`config.mk`:
```
export PLATFORM = sky130hd
export DESIGN_NAME = dmi_init_mode
export DESIGN_NICKNAME = d
export VERILOG_FILES = /design/src/verilog/dmi_pkg.sv /design/src/verilog/dmi_burst_order.sv /design/src/verilog/dmi_init_mode.sv
export SDC_FILE = /design/constraint.sdc
export NUM_CORES = 1
export LEC_CHECK = 0
export ABC_CLOCK_PERIOD_IN_PS = 7600
export BUFFER_PORTS_ARGS = -buffer_cell sky130_fd_sc_hd__buf_2
export CAP_MARGIN = 15
export CORE_AREA = 3 3 164 166
export CTS_CLUSTER_SIZE = 14
export DETAILED_ROUTE_END_ITERATION = 6
export DIE_AREA = 0 0 167 169
export PLACE_DENSITY_LB_ADDON = 0.05
export RECOVER_POWER = 50
export SLEW_MARGIN = 20
export SYNTH_ARGS = -nofsm -noshare
export SYNTH_HDL_FRONTEND = slang
export SYNTH_SLANG_ARGS = --single-unit
```
`constraint.sdc`:
```
create_clock -name clk_sys -period 7.6 [get_ports clk_sys]
set_input_delay 1.14 -clock clk_sys [delete_from_list [all_inputs] [get_ports clk_sys]]
set_output_delay 1.14 -clock clk_sys [all_outputs]
set_load 0.01 [all_outputs]
```
`src/verilog/dmi_pkg.sv`:
```
// Constants, field layouts and types shared by the DDR3L init/mode block.
package dmi_pkg;

    // ==========================================================
    // Register port
    localparam int unsigned ADDR_W = 8;
    localparam int unsigned DATA_W = 32;
    localparam logic [7:0] REG_STATUS   = 8'h00;
    localparam logic [7:0] REG_CONTROL  = 8'h04;
    localparam logic [7:0] REG_DLL_LOCK = 8'h08;
    localparam logic [7:0] REG_ZQ_INIT  = 8'h0c;
    localparam logic [7:0] REG_MR0      = 8'h10;
    localparam logic [7:0] REG_MR1      = 8'h14;
    localparam logic [7:0] REG_MR2      = 8'h18;
    localparam logic [7:0] REG_MR3      = 8'h1c;

    // Status and control bit positions.
    localparam int unsigned ST_STATE_LSB  = 0;
    localparam int unsigned ST_DLL_LOCKED = 2;
    localparam int unsigned ST_ZQ_DONE    = 3;
    localparam int unsigned ST_TERM_HIZ   = 4;
    localparam int unsigned ST_EARLY_READ = 5;
    localparam int unsigned ST_CKE_SEEN   = 6;
    localparam int unsigned CTRL_CLR_EARLY = 0;

    // ==========================================================
    // Mode register layout
    localparam int unsigned MR_W       = 16;
    localparam int unsigned CNT_W      = 16;
    localparam int unsigned MR0_BL_LSB = 0;
    localparam int unsigned MR0_BT     = 3;
    localparam int unsigned MR0_CL_A2  = 2;
    localparam int unsigned MR0_CL_LSB = 4;
    localparam int unsigned MR0_TM     = 7;
    localparam int unsigned MR0_DLLRST = 8;
    localparam int unsigned MR0_WR_LSB = 9;
    localparam int unsigned MR0_PPD    = 12;
    localparam int unsigned MR1_DLLDIS = 0;
    localparam int unsigned MR1_AL_LSB = 3;
    localparam int unsigned MR1_RTT_A  = 2;
    localparam int unsigned MR1_RTT_B  = 6;
    localparam int unsigned MR1_RTT_C  = 9;
    localparam int unsigned OTF_BIT    = 12;
    localparam int unsigned ZQ_LONG_BIT = 10;

    localparam logic [1:0] BL_FIXED8 = 2'h0;
    localparam logic [1:0] BL_OTF    = 2'h1;
    localparam logic [1:0] BL_FIXED4 = 2'h2;
    localparam logic [1:0] AL_CL1    = 2'h1;
    localparam logic [1:0] AL_CL2    = 2'h2;
    localparam logic [1:0] BA_MR0    = 2'h0;
    localparam logic [1:0] BA_MR1    = 2'h1;
    localparam logic [1:0] BA_MR2    = 2'h2;
    localparam logic [1:0] BA_MR3    = 2'h3;
    localparam logic [4:0] CL_BASE   = 5'h04;
    localparam logic [4:0] AL_ONE    = 5'h01;
    localparam logic [4:0] AL_TWO    = 5'h02;
    localparam logic [2:0] LAST_BEAT = 3'h7;

    // Lock and calibration waits, counted in command-clock edges.
    localparam logic [CNT_W-1:0] DLL_LOCK_DEF = 16'h0200;
    localparam logic [CNT_W-1:0] ZQ_INIT_DEF  = 16'h0200;

    typedef enum logic [1:0] {
        ST_RESET,
        ST_WAIT_CKE,
        ST_CONFIG,
        ST_READY
    } dmi_init_e;

endpackage

```
`src/verilog/dmi_burst_order.sv`:
```
// Column order of one beat inside a read or write burst.
`timescale 1ns/1ps
module dmi_burst_order
(
    input  wire logic [2:0] start_col,
    input  wire logic [2:0] beat,
    input  wire logic       interleave,
    input  wire logic       is_write,
    input  wire logic       chop,
    output logic      [2:0] col,
    output logic            hiz
);

    // ==========================================================
    // Order generation
    // Writes ignore the start column except bit 2 for a chopped burst.
    always_comb
    begin
        if (is_write)
        begin
            if (chop)
                col = {start_col[2], beat[1:0]};
            else
                col = beat;
        end
        else if (interleave)
            col = start_col ^ beat;
        else
            col = {start_col[2] ^ beat[2],
                   2'(start_col[1:0] + beat[1:0])};
        // The back half of a chopped burst drives nothing.
        hiz = chop && beat[2];
    end

endmodule

```
`src/verilog/dmi_init_mode.sv`:
```
// Initialization sequencer and mode registers of the DDR3L device.
`timescale 1ns/1ps
module dmi_init_mode
#(
    parameter logic [15:0] DLL_LOCK_CK = dmi_pkg::DLL_LOCK_DEF,
    parameter logic [15:0] ZQ_INIT_CK  = dmi_pkg::ZQ_INIT_DEF
)
(
    input  wire logic        clk_sys,
    input  wire logic        rst,
    input  wire logic [7:0]  reg_addr,
    input  wire logic [31:0] reg_wdata,
    input  wire logic        reg_wr,
    input  wire logic        reg_rd,
    output logic      [31:0] reg_rdata,
    input  wire logic        pin_reset_n,
    input  wire logic        pin_ck,
    input  wire logic        pin_cke,
    input  wire logic        pin_cs_n,
    input  wire logic        pin_ras_n,
    input  wire logic        pin_cas_n,
    input  wire logic        pin_we_n,
    input  wire logic [2:0]  pin_ba,
    input  wire logic [15:0] pin_addr,
    input  wire logic        pin_odt,
    output logic             term_on,
    output logic             term_hiz,
    output logic             dev_ready,
    output logic             dll_locked,
    output logic             early_read_err,
    output logic             burst_valid,
    output logic      [2:0]  burst_col,
    output logic             burst_dq_hiz,
    output logic      [4:0]  read_latency,
    output logic      [2:0]  wr_recovery_code,
    output logic             ppd_fast_exit
);

    localparam int unsigned PIN_W = 27;

    // ==========================================================
    // Pin synchronisers
    logic [PIN_W-1:0] meta_ff;
    logic [PIN_W-1:0] sync_ff;
    logic             ck_prev_ff;

    // Every pin crosses two flops; only the second stage is used.
    always_ff @(posedge clk_sys)
    begin
        meta_ff <= {pin_reset_n, pin_ck, pin_cke, pin_cs_n, pin_ras_n,
                    pin_cas_n, pin_we_n, pin_ba, pin_addr, pin_odt};
        sync_ff <= meta_ff;
    end

    logic        s_reset_n;
    logic        s_ck;
    logic        s_cke;
    logic [3:0]  s_cmd;
    logic [2:0]  s_ba;
    logic [15:0] s_addr;
    logic        s_odt;
    assign {s_reset_n, s_ck, s_cke, s_cmd, s_ba, s_addr, s_odt} = sync_ff;

    // Command clock edge finder; pins are taken on its rising edge.
    always_ff @(posedge clk_sys)
    begin
        if (rst)
            ck_prev_ff <= 1'b0;
        else
            ck_prev_ff <= s_ck;
    end

    logic ck_rise;
    assign ck_rise = s_ck && !ck_prev_ff;

    // ==========================================================
    // Command decode, valid only with CKE high on a clock edge
    logic live;
    logic cmd_mrs;
    logic cmd_zqcl;
    logic cmd_rd;
    logic cmd_wr;
    assign live     = ck_rise && s_reset_n && s_cke;
    assign cmd_mrs  = live && (s_cmd == 4'h0) && !s_ba[2];
    assign cmd_zqcl = live && (s_cmd == 4'h6) && s_addr[dmi_pkg::ZQ_LONG_BIT];
    assign cmd_rd   = live && (s_cmd == 4'h5);
    assign cmd_wr   = live && (s_cmd == 4'h4);

    // ==========================================================
    // Register port state
    logic [15:0] dll_lock_ck_ff;
    logic [15:0] zq_init_ck_ff;
    logic        clr_early;
    assign clr_early = reg_wr && (reg_addr == dmi_pkg::REG_CONTROL)
                       && reg_wdata[dmi_pkg::CTRL_CLR_EARLY];

    // Software may shorten or stretch the lock and calibration waits.
    always_ff @(posedge clk_sys)
    begin
        if (rst)
        begin
            dll_lock_ck_ff <= DLL_LOCK_CK;
            zq_init_ck_ff  <= ZQ_INIT_CK;
        end
        else if (reg_wr && (reg_addr == dmi_pkg::REG_DLL_LOCK))
            dll_lock_ck_ff <= reg_wdata[15:0];
        else if (reg_wr && (reg_addr == dmi_pkg::REG_ZQ_INIT))
            zq_init_ck_ff <= reg_wdata[15:0];
    end

    // ==========================================================
    // Mode registers
    logic [15:0] mr0_ff;
    logic [15:0] mr1_ff;
    logic [15:0] mr2_ff;
    logic [15:0] mr3_ff;
    logic        dll_rst_go;
    assign dll_rst_go = cmd_mrs && (s_ba[1:0] == dmi_pkg::BA_MR0)
                        && s_addr[dmi_pkg::MR0_DLLRST];

    // A write replaces the whole register; there is no array to disturb.
    // Nothing here reaches the array, so mode writes leave it intact.
    // Contents are cleared in reset since their value is undefined anyway.
    always_ff @(posedge clk_sys)
    begin
        if (rst || !s_reset_n)
        begin
            mr0_ff <= '0;
            mr1_ff <= '0;
            mr2_ff <= '0;
            mr3_ff <= '0;
        end
        else if (cmd_mrs)
        begin
            if (s_ba[1:0] == dmi_pkg::BA_MR0)
                mr0_ff <= s_addr;
            else if (s_ba[1:0] == dmi_pkg::BA_MR1)
                mr1_ff <= s_addr;
            else if (s_ba[1:0] == dmi_pkg::BA_MR2)
                mr2_ff <= s_addr;
            else
                mr3_ff <= s_addr;
        end
        else if (ck_rise)
            mr0_ff[dmi_pkg::MR0_DLLRST] <= 1'b0;
    end

    // ==========================================================
    // DLL lock and calibration timers, in command-clock edges
    logic [15:0] dll_cnt_ff;
    logic        dll_locked_ff;
    logic [15:0] zq_cnt_ff;
    logic        zq_busy_ff;
    logic        zq_done_ff;

    always_ff @(posedge clk_sys)
    begin
        if (rst || !s_reset_n)
        begin
            dll_cnt_ff    <= '0;
            dll_locked_ff <= 1'b0;
        end
        else if (dll_rst_go)
        begin
            dll_cnt_ff    <= '0;
            dll_locked_ff <= 1'b0;
        end
        else if (ck_rise && !dll_locked_ff)
        begin
            dll_cnt_ff <= dll_cnt_ff + 16'h0001;
            if (dll_cnt_ff + 16'h0001 >= dll_lock_ck_ff)
                dll_locked_ff <= 1'b1;
        end
    end

    always_ff @(posedge clk_sys)
    begin
        if (rst || !s_reset_n)
        begin
            zq_cnt_ff  <= '0;
            zq_busy_ff <= 1'b0;
            zq_done_ff <= 1'b0;
        end
        else if (cmd_zqcl)
        begin
            zq_cnt_ff  <= '0;
            zq_busy_ff <= 1'b1;
            zq_done_ff <= 1'b0;
        end
        else if (ck_rise && zq_busy_ff)
        begin
            zq_cnt_ff <= zq_cnt_ff + 16'h0001;
            if (zq_cnt_ff + 16'h0001 >= zq_init_ck_ff)
            begin
                zq_busy_ff <= 1'b0;
                zq_done_ff <= 1'b1;
            end
        end
    end

    // ==========================================================
    // Initialization sequence
    dmi_pkg::dmi_init_e state_ff;

    // The pin reset restarts the whole flow, including a warm reset.
    always_ff @(posedge clk_sys)
    begin
        if (rst || !s_reset_n)
            state_ff <= dmi_pkg::ST_RESET;
        else
        begin
            case (state_ff)
                dmi_pkg::ST_RESET:
                    state_ff <= dmi_pkg::ST_WAIT_CKE;
                dmi_pkg::ST_WAIT_CKE:
                    if (ck_rise && s_cke)
                        state_ff <= dmi_pkg::ST_CONFIG;
                dmi_pkg::ST_CONFIG:
                    if (dll_locked_ff && zq_done_ff)
                        state_ff <= dmi_pkg::ST_READY;
                default:
                    state_ff <= state_ff;
            endcase
        end
    end

    // Termination is held off until CKE first registers high.
    logic rtt_nom_on;
    assign rtt_nom_on = mr1_ff[dmi_pkg::MR1_RTT_A]
                        || mr1_ff[dmi_pkg::MR1_RTT_B]
                        || mr1_ff[dmi_pkg::MR1_RTT_C];

    always_ff @(posedge clk_sys)
    begin
        if (rst || !s_reset_n)
        begin
            term_hiz <= 1'b1;
            term_on  <= 1'b0;
        end
        else if (state_ff == dmi_pkg::ST_RESET
                 || state_ff == dmi_pkg::ST_WAIT_CKE)
        begin
            term_hiz <= !(ck_rise && s_cke);
            term_on  <= 1'b0;
        end
        else
        begin
            term_hiz <= !(s_odt && rtt_nom_on);
            term_on  <= s_odt && rtt_nom_on;
        end
    end

    // ==========================================================
    // Early-read violation; a new event beats a clear in the same cycle.
    always_ff @(posedge clk_sys)
    begin
        if (rst)
            early_read_err <= 1'b0;
        else if (cmd_rd && !dll_locked_ff)
            early_read_err <= 1'b1;
        else if (clr_early)
            early_read_err <= 1'b0;
    end

    // ==========================================================
    // Burst sequencing, one beat per command-clock edge
    logic [2:0] start_col_ff;
    logic [2:0] beat_ff;
    logic       bursting_ff;
    logic       is_write_ff;
    logic       chop_ff;
    logic [2:0] order_col;
    logic       order_hiz;
    logic       new_chop;

    // Mode field picks the length; A12 decides only in per-command mode.
    always_comb
    begin
        if (mr0_ff[1:0] == dmi_pkg::BL_FIXED4)
            new_chop = 1'b1;
        else if (mr0_ff[1:0] == dmi_pkg::BL_OTF)
            new_chop = !s_addr[dmi_pkg::OTF_BIT];
        else
            new_chop = 1'b0;
    end

    always_ff @(posedge clk_sys)
    begin
        if (rst || !s_reset_n)
        begin
            start_col_ff <= '0;
            beat_ff      <= '0;
            bursting_ff  <= 1'b0;
            is_write_ff  <= 1'b0;
            chop_ff      <= 1'b0;
        end
        else if (cmd_rd || cmd_wr)
        begin
            start_col_ff <= s_addr[2:0];
            beat_ff      <= '0;
            bursting_ff  <= 1'b1;
            is_write_ff  <= cmd_wr;
            chop_ff      <= new_chop;
        end
        else if (ck_rise && bursting_ff)
        begin
            beat_ff     <= beat_ff + 3'h1;
            bursting_ff <= (beat_ff != dmi_pkg::LAST_BEAT);
        end
    end

    dmi_burst_order u_order
    (
        .start_col  (start_col_ff),
        .beat       (beat_ff),
        .interleave (mr0_ff[dmi_pkg::MR0_BT]),
        .is_write   (is_write_ff),
        .chop       (chop_ff),
        .col        (order_col),
        .hiz        (order_hiz)
    );

    always_ff @(posedge clk_sys)
    begin
        if (rst)
        begin
            burst_valid  <= 1'b0;
            burst_col    <= '0;
            burst_dq_hiz <= 1'b1;
        end
        else
        begin
            burst_valid  <= bursting_ff && !order_hiz;
            burst_col    <= order_col;
            burst_dq_hiz <= !bursting_ff || order_hiz;
        end
    end

    // ==========================================================
    // Decoded mode fields and register read port
    logic [4:0] cas_lat;
    logic [4:0] add_lat;
    assign cas_lat = dmi_pkg::CL_BASE
                     + {2'h0, mr0_ff[6:4]};
    always_comb
    begin
        if (mr1_ff[4:3] == dmi_pkg::AL_CL1)
            add_lat = cas_lat - dmi_pkg::AL_ONE;
        else if (mr1_ff[4:3] == dmi_pkg::AL_CL2)
            add_lat = cas_lat - dmi_pkg::AL_TWO;
        else
            add_lat = '0;
    end

    always_ff @(posedge clk_sys)
    begin
        if (rst)
        begin
            read_latency     <= '0;
            wr_recovery_code <= '0;
            ppd_fast_exit    <= 1'b0;
            dev_ready        <= 1'b0;
            dll_locked       <= 1'b0;
        end
        else
        begin
            read_latency     <= 5'(add_lat + cas_lat);
            wr_recovery_code <= mr0_ff[11:9];
            ppd_fast_exit    <= mr0_ff[dmi_pkg::MR0_PPD];
            dev_ready        <= (state_ff == dmi_pkg::ST_READY);
            dll_locked       <= dll_locked_ff;
        end
    end

    // Unmapped addresses read as zero; reads have no side effects.
    always_ff @(posedge clk_sys)
    begin
        if (rst)
            reg_rdata <= '0;
        else if (!reg_rd)
            reg_rdata <= '0;
        else if (reg_addr == dmi_pkg::REG_STATUS)
        begin
            reg_rdata <= '0;
            reg_rdata[dmi_pkg::ST_STATE_LSB +: 2] <= state_ff;
            reg_rdata[dmi_pkg::ST_DLL_LOCKED] <= dll_locked_ff;
            reg_rdata[dmi_pkg::ST_ZQ_DONE]    <= zq_done_ff;
            reg_rdata[dmi_pkg::ST_TERM_HIZ]   <= term_hiz;
            reg_rdata[dmi_pkg::ST_EARLY_READ] <= early_read_err;
            reg_rdata[dmi_pkg::ST_CKE_SEEN]   <=
                (state_ff == dmi_pkg::ST_CONFIG)
                || (state_ff == dmi_pkg::ST_READY);
        end
        else if (reg_addr == dmi_pkg::REG_DLL_LOCK)
            reg_rdata <= {16'h0000, dll_lock_ck_ff};
        else if (reg_addr == dmi_pkg::REG_ZQ_INIT)
            reg_rdata <= {16'h0000, zq_init_ck_ff};
        else if (reg_addr == dmi_pkg::REG_MR0)
            reg_rdata <= {16'h0000, mr0_ff};
        else if (reg_addr == dmi_pkg::REG_MR1)
            reg_rdata <= {16'h0000, mr1_ff};
        else if (reg_addr == dmi_pkg::REG_MR2)
            reg_rdata <= {16'h0000, mr2_ff};
        else if (reg_addr == dmi_pkg::REG_MR3)
            reg_rdata <= {16'h0000, mr3_ff};
        else
            reg_rdata <= '0;
    end

endmodule

```
==> impl_metrics.ini <==
[clock_tree]
cts_buffer_depth = 3
clk_latency_ns = 0.55
numCtsBuffers = 27
cts_tree = yes
post-cts-setup-buffers = 0
clk_pin_slew_ns = 0.06
cts_sinks = 232
clk_root_buffer_cell = clkbuf_16
h-tree-depth = 1
holdBufCountCts = 0
cts_resized = 0

[setup_path]
cp_slowest_cell = clkbuf_1
r2r_setup_slack_ns = 4.66
slowest_delay_ns = 1.80
critPathKind = in2reg
cp_common_cell = a21oi_1
worst_ep_required_time_ns = 8.03
end_kind = register
crit_chain = buf_2 -> clkbuf_1 -> nand2b_1 -> buf_4 -> a21oi_1 -> o221ai_1 -> a21oi_1
crit_path_max_fanout = 52
worst_setup_path_start_kind = input port
cp.arrival_ns = 5.31

[sta]
setup_viol = 0
hold_viol = 0
layout_min_cycle_time_ns = 4.87
tightestPinTransition_ns = 2.57
drv_slew = 53
tns_ns = 0
final.period_utilization_pct = 64.1
fmax_mhz = 205
finalClockSkew_ns = 0.0169
relSlewSlack_pct = -71.0
rsz0062_at_grt = false

[global_route]
met3_usage_pct = 2.36
grt_busiest_layer = met2
grt_usage_pct = 18.5
grt_max_degree = 53
antenna_found_initial = 1
grt_use_met2_pct = 28.7
overflow = 0
grt_pass1_wl_mm = 41.4
grt_pass1_vias = 7196
grt_use_met1_pct = 27.3

[floorplanning]
ios = 122
floorplan.initialDensity_pct = 39.5
num_rows = 59
die_area_mm2 = 0.0282
die_h_um = 169
die_width_um = 167
core_mm2 = 0.0258

[place]
dp_hpwl_mm = 19.2
place.gp.congestion = 0.807
portBuffers = 89

[finish]
fillCellCount = 2588
drive_above_1_share_pct = 12.7
fin_nets = 1304
seq_area_mm2 = 0.00464
syn2layout_area_growth_pct = 14.3
multi_input_area_mm2 = 0.00503
n_antenna_cell = 0

[power]
peakVddDrop_uv = 201
p_per_area_mw_per_mm2 = 228
leakagePower_nw = 4.41
power_w = 0.00265

[yosys]
syn_area_mm2 = 0.0102
synth-edff-count = 0
postSynthAreaPerCell_um2 = 9.21
async_flop_share_pct = 0
syn_inst = 1106
yosys_warnings = 0
synth.yosys.seq_area_share_pct = 45.6
synthDistinctLibCells = 67
synth-seq-cells = 232
synth_ff_type = dfxtp_1

[drt]
drc = 0
firstDrtPassIters = 5
postRouteAntennaNets = 0
wl_per_cell_um = 17.5
drt_iter0_drc = 466
viasPerCell = 4.97
route.vias.total = 7615
drt-total-wl_mm = 26.8

[flow_run]
cap_viol_max_count = 1

[hold_path]
min_path_type = reg2reg

[status]
status = finished, violations left
violations = capacitance limit, slew limit
[layer usage]
| layer | vias up | wire length, um |
|---|---|---|
| met4 | 2 | 605 |
| met5 | - | 13 |
| met3 | 39 | 1090 |
| li1 | 3871 | - |
| met1 | 3544 | 13400 |
| met2 | 159 | 11600 |
[worst paths after layout]
check	end	startpoint	cells past startpoint
max	dll_locked_ff$_SDFFE_PP0P_	rst	7
min	sync_ff[2]$_DFF_P_	meta_ff[2]$_DFF_P_	0
max reg2reg	zq_done_ff$_SDFFE_PP0P_	zq_cnt_ff[0]$_SDFFE_PP0P_	10
min reg2reg	sync_ff[2]$_DFF_P_	meta_ff[2]$_DFF_P_	0
[worst max-delay path: cells and delay by family]
family          cells  cell delay (ns)
buf+inv             3             2.52
simple gates        1             1.22
compound gates      3             0.36
[registers in the layout, indices dropped and copies added, names as in the netlist, 2 cells and up]
name and count:
start_col_ff 3, dll_cnt_ff 16, beat_ff 3, zq_init_ck_ff 16
mr2_ff 16, read_latency 5, burst_col 3, zq_cnt_ff 16
meta_ff 27, sync_ff 27, mr0_ff 16, dll_lock_ck_ff 16
mr3_ff 16, state_ff 2, mr1_ff 16, reg_rdata 16
wr_recovery_code 3
[cells by family (layout without fill, tap and decap cells)]
logic type,Yosys count,after routing,synth area share (%)
AND/OR/NAND/NOR,388,388,18.2
flip-flops,232,232,45.6
AO/OA/AOI/OAI,179,179,10.8
buffers and inverters,116,192,5.56
multiplexers,72,72,7.63
XOR/XNOR,64,64,5.50
adder cells (fa/ha/maj),54,54,6.71
other,1,16,0.0368
[cell usage after synthesis (all sizes together) (4+ instances only)]
library cell,count,share of area [%]
a211oi,14,1.0
a21o,11,0.81
a21oi,90,4.4
a22o,8,0.69
a22oi,11,0.81
and2,4,0.25
and3,4,0.25
buf,39,2.7
clkbuf,27,0.99
dfxtp,232,46
ha,53,6.5
inv,50,1.8
mux2,5,0.55
mux2i,63,6.2
mux4,4,0.88
nand2,158,5.9
nand2b,6,0.37
nand3,24,1.2
nand3b,6,0.48
nand4,12,0.74
nor2,125,5.2
nor2b,14,0.86
nor3,14,0.74
nor4,6,0.81
o21ai,16,0.79
o22ai,8,0.49
xnor2,34,2.9
xor2,30,2.6
[metrics by stage]
step	setup WS (ns)	utilization (%)	cell area [um^2]	hold slack (ns)	cells
2_1_floorplan	5.03	-	10200	0.310	1121
3_3_place_gp	3.99	41.8	10800	0.310	1485
3_5_place_dp	3.96	41.8	10800	0.312	1485
4_1_cts	4.52	45.4	11700	0.324	1532
5_1_grt	2.43	45.2	11600	0.328	1532
6_report	2.73	45.2	11600	0.322	1532
[cells in the final DEF, fill, tap and decap left out, types with 3 or more instances in the layout]
master	netlist	layout
dfxtp_1	232	232
nand2_1	156	157
nor2_1	102	102
a21oi_1	90	90
mux2i_1	63	63
buf_2	8	55
ha_1	53	53
inv_1	50	50
clkbuf_1	27	36
xnor2_1	34	34
xor2_1	30	30
clkbuf_16	0	27
nand3_1	24	24
nor2_2	22	22
o21ai_0	16	16
conb_1	1	16
nor2b_1	14	14
a211oi_1	14	14
nor3_1	13	13
nand4_1	12	12
a21o_1	11	11
a22oi_1	11	11
o22ai_1	8	8
a22o_1	8	8
clkinv_2	0	7
nand2b_1	6	6
nand3b_1	5	5
mux2_2	5	5
buf_4	19	5
and3_1	4	4
mux4_2	4	4
clkbuf_8	0	4
and4_1	3	3
nor4_4	3	3
and2_1	3	3
o211ai_1	3	3
a221oi_1	3	3
bufinv_16	0	3
[final cells by class]
cell class | instances | area share, %
inverter | 50 | 1.61
sequential | 232 | 39.9
tap | 335 | 3.60
clock buffer | 32 | 6.31
multi-input combinational | 773 | 43.2
clock inverter | 15 | 1.53
timing repair buffer | 95 | 3.82
[where the power goes]
part           internal, W  switching (W)
Combinational    0.0000268      0.0000587
Clock             0.000793       0.000524
Sequential         0.00123      0.0000145
Total              0.00205       0.000598
No activity file was read; power rests on OpenSTA's default activity.
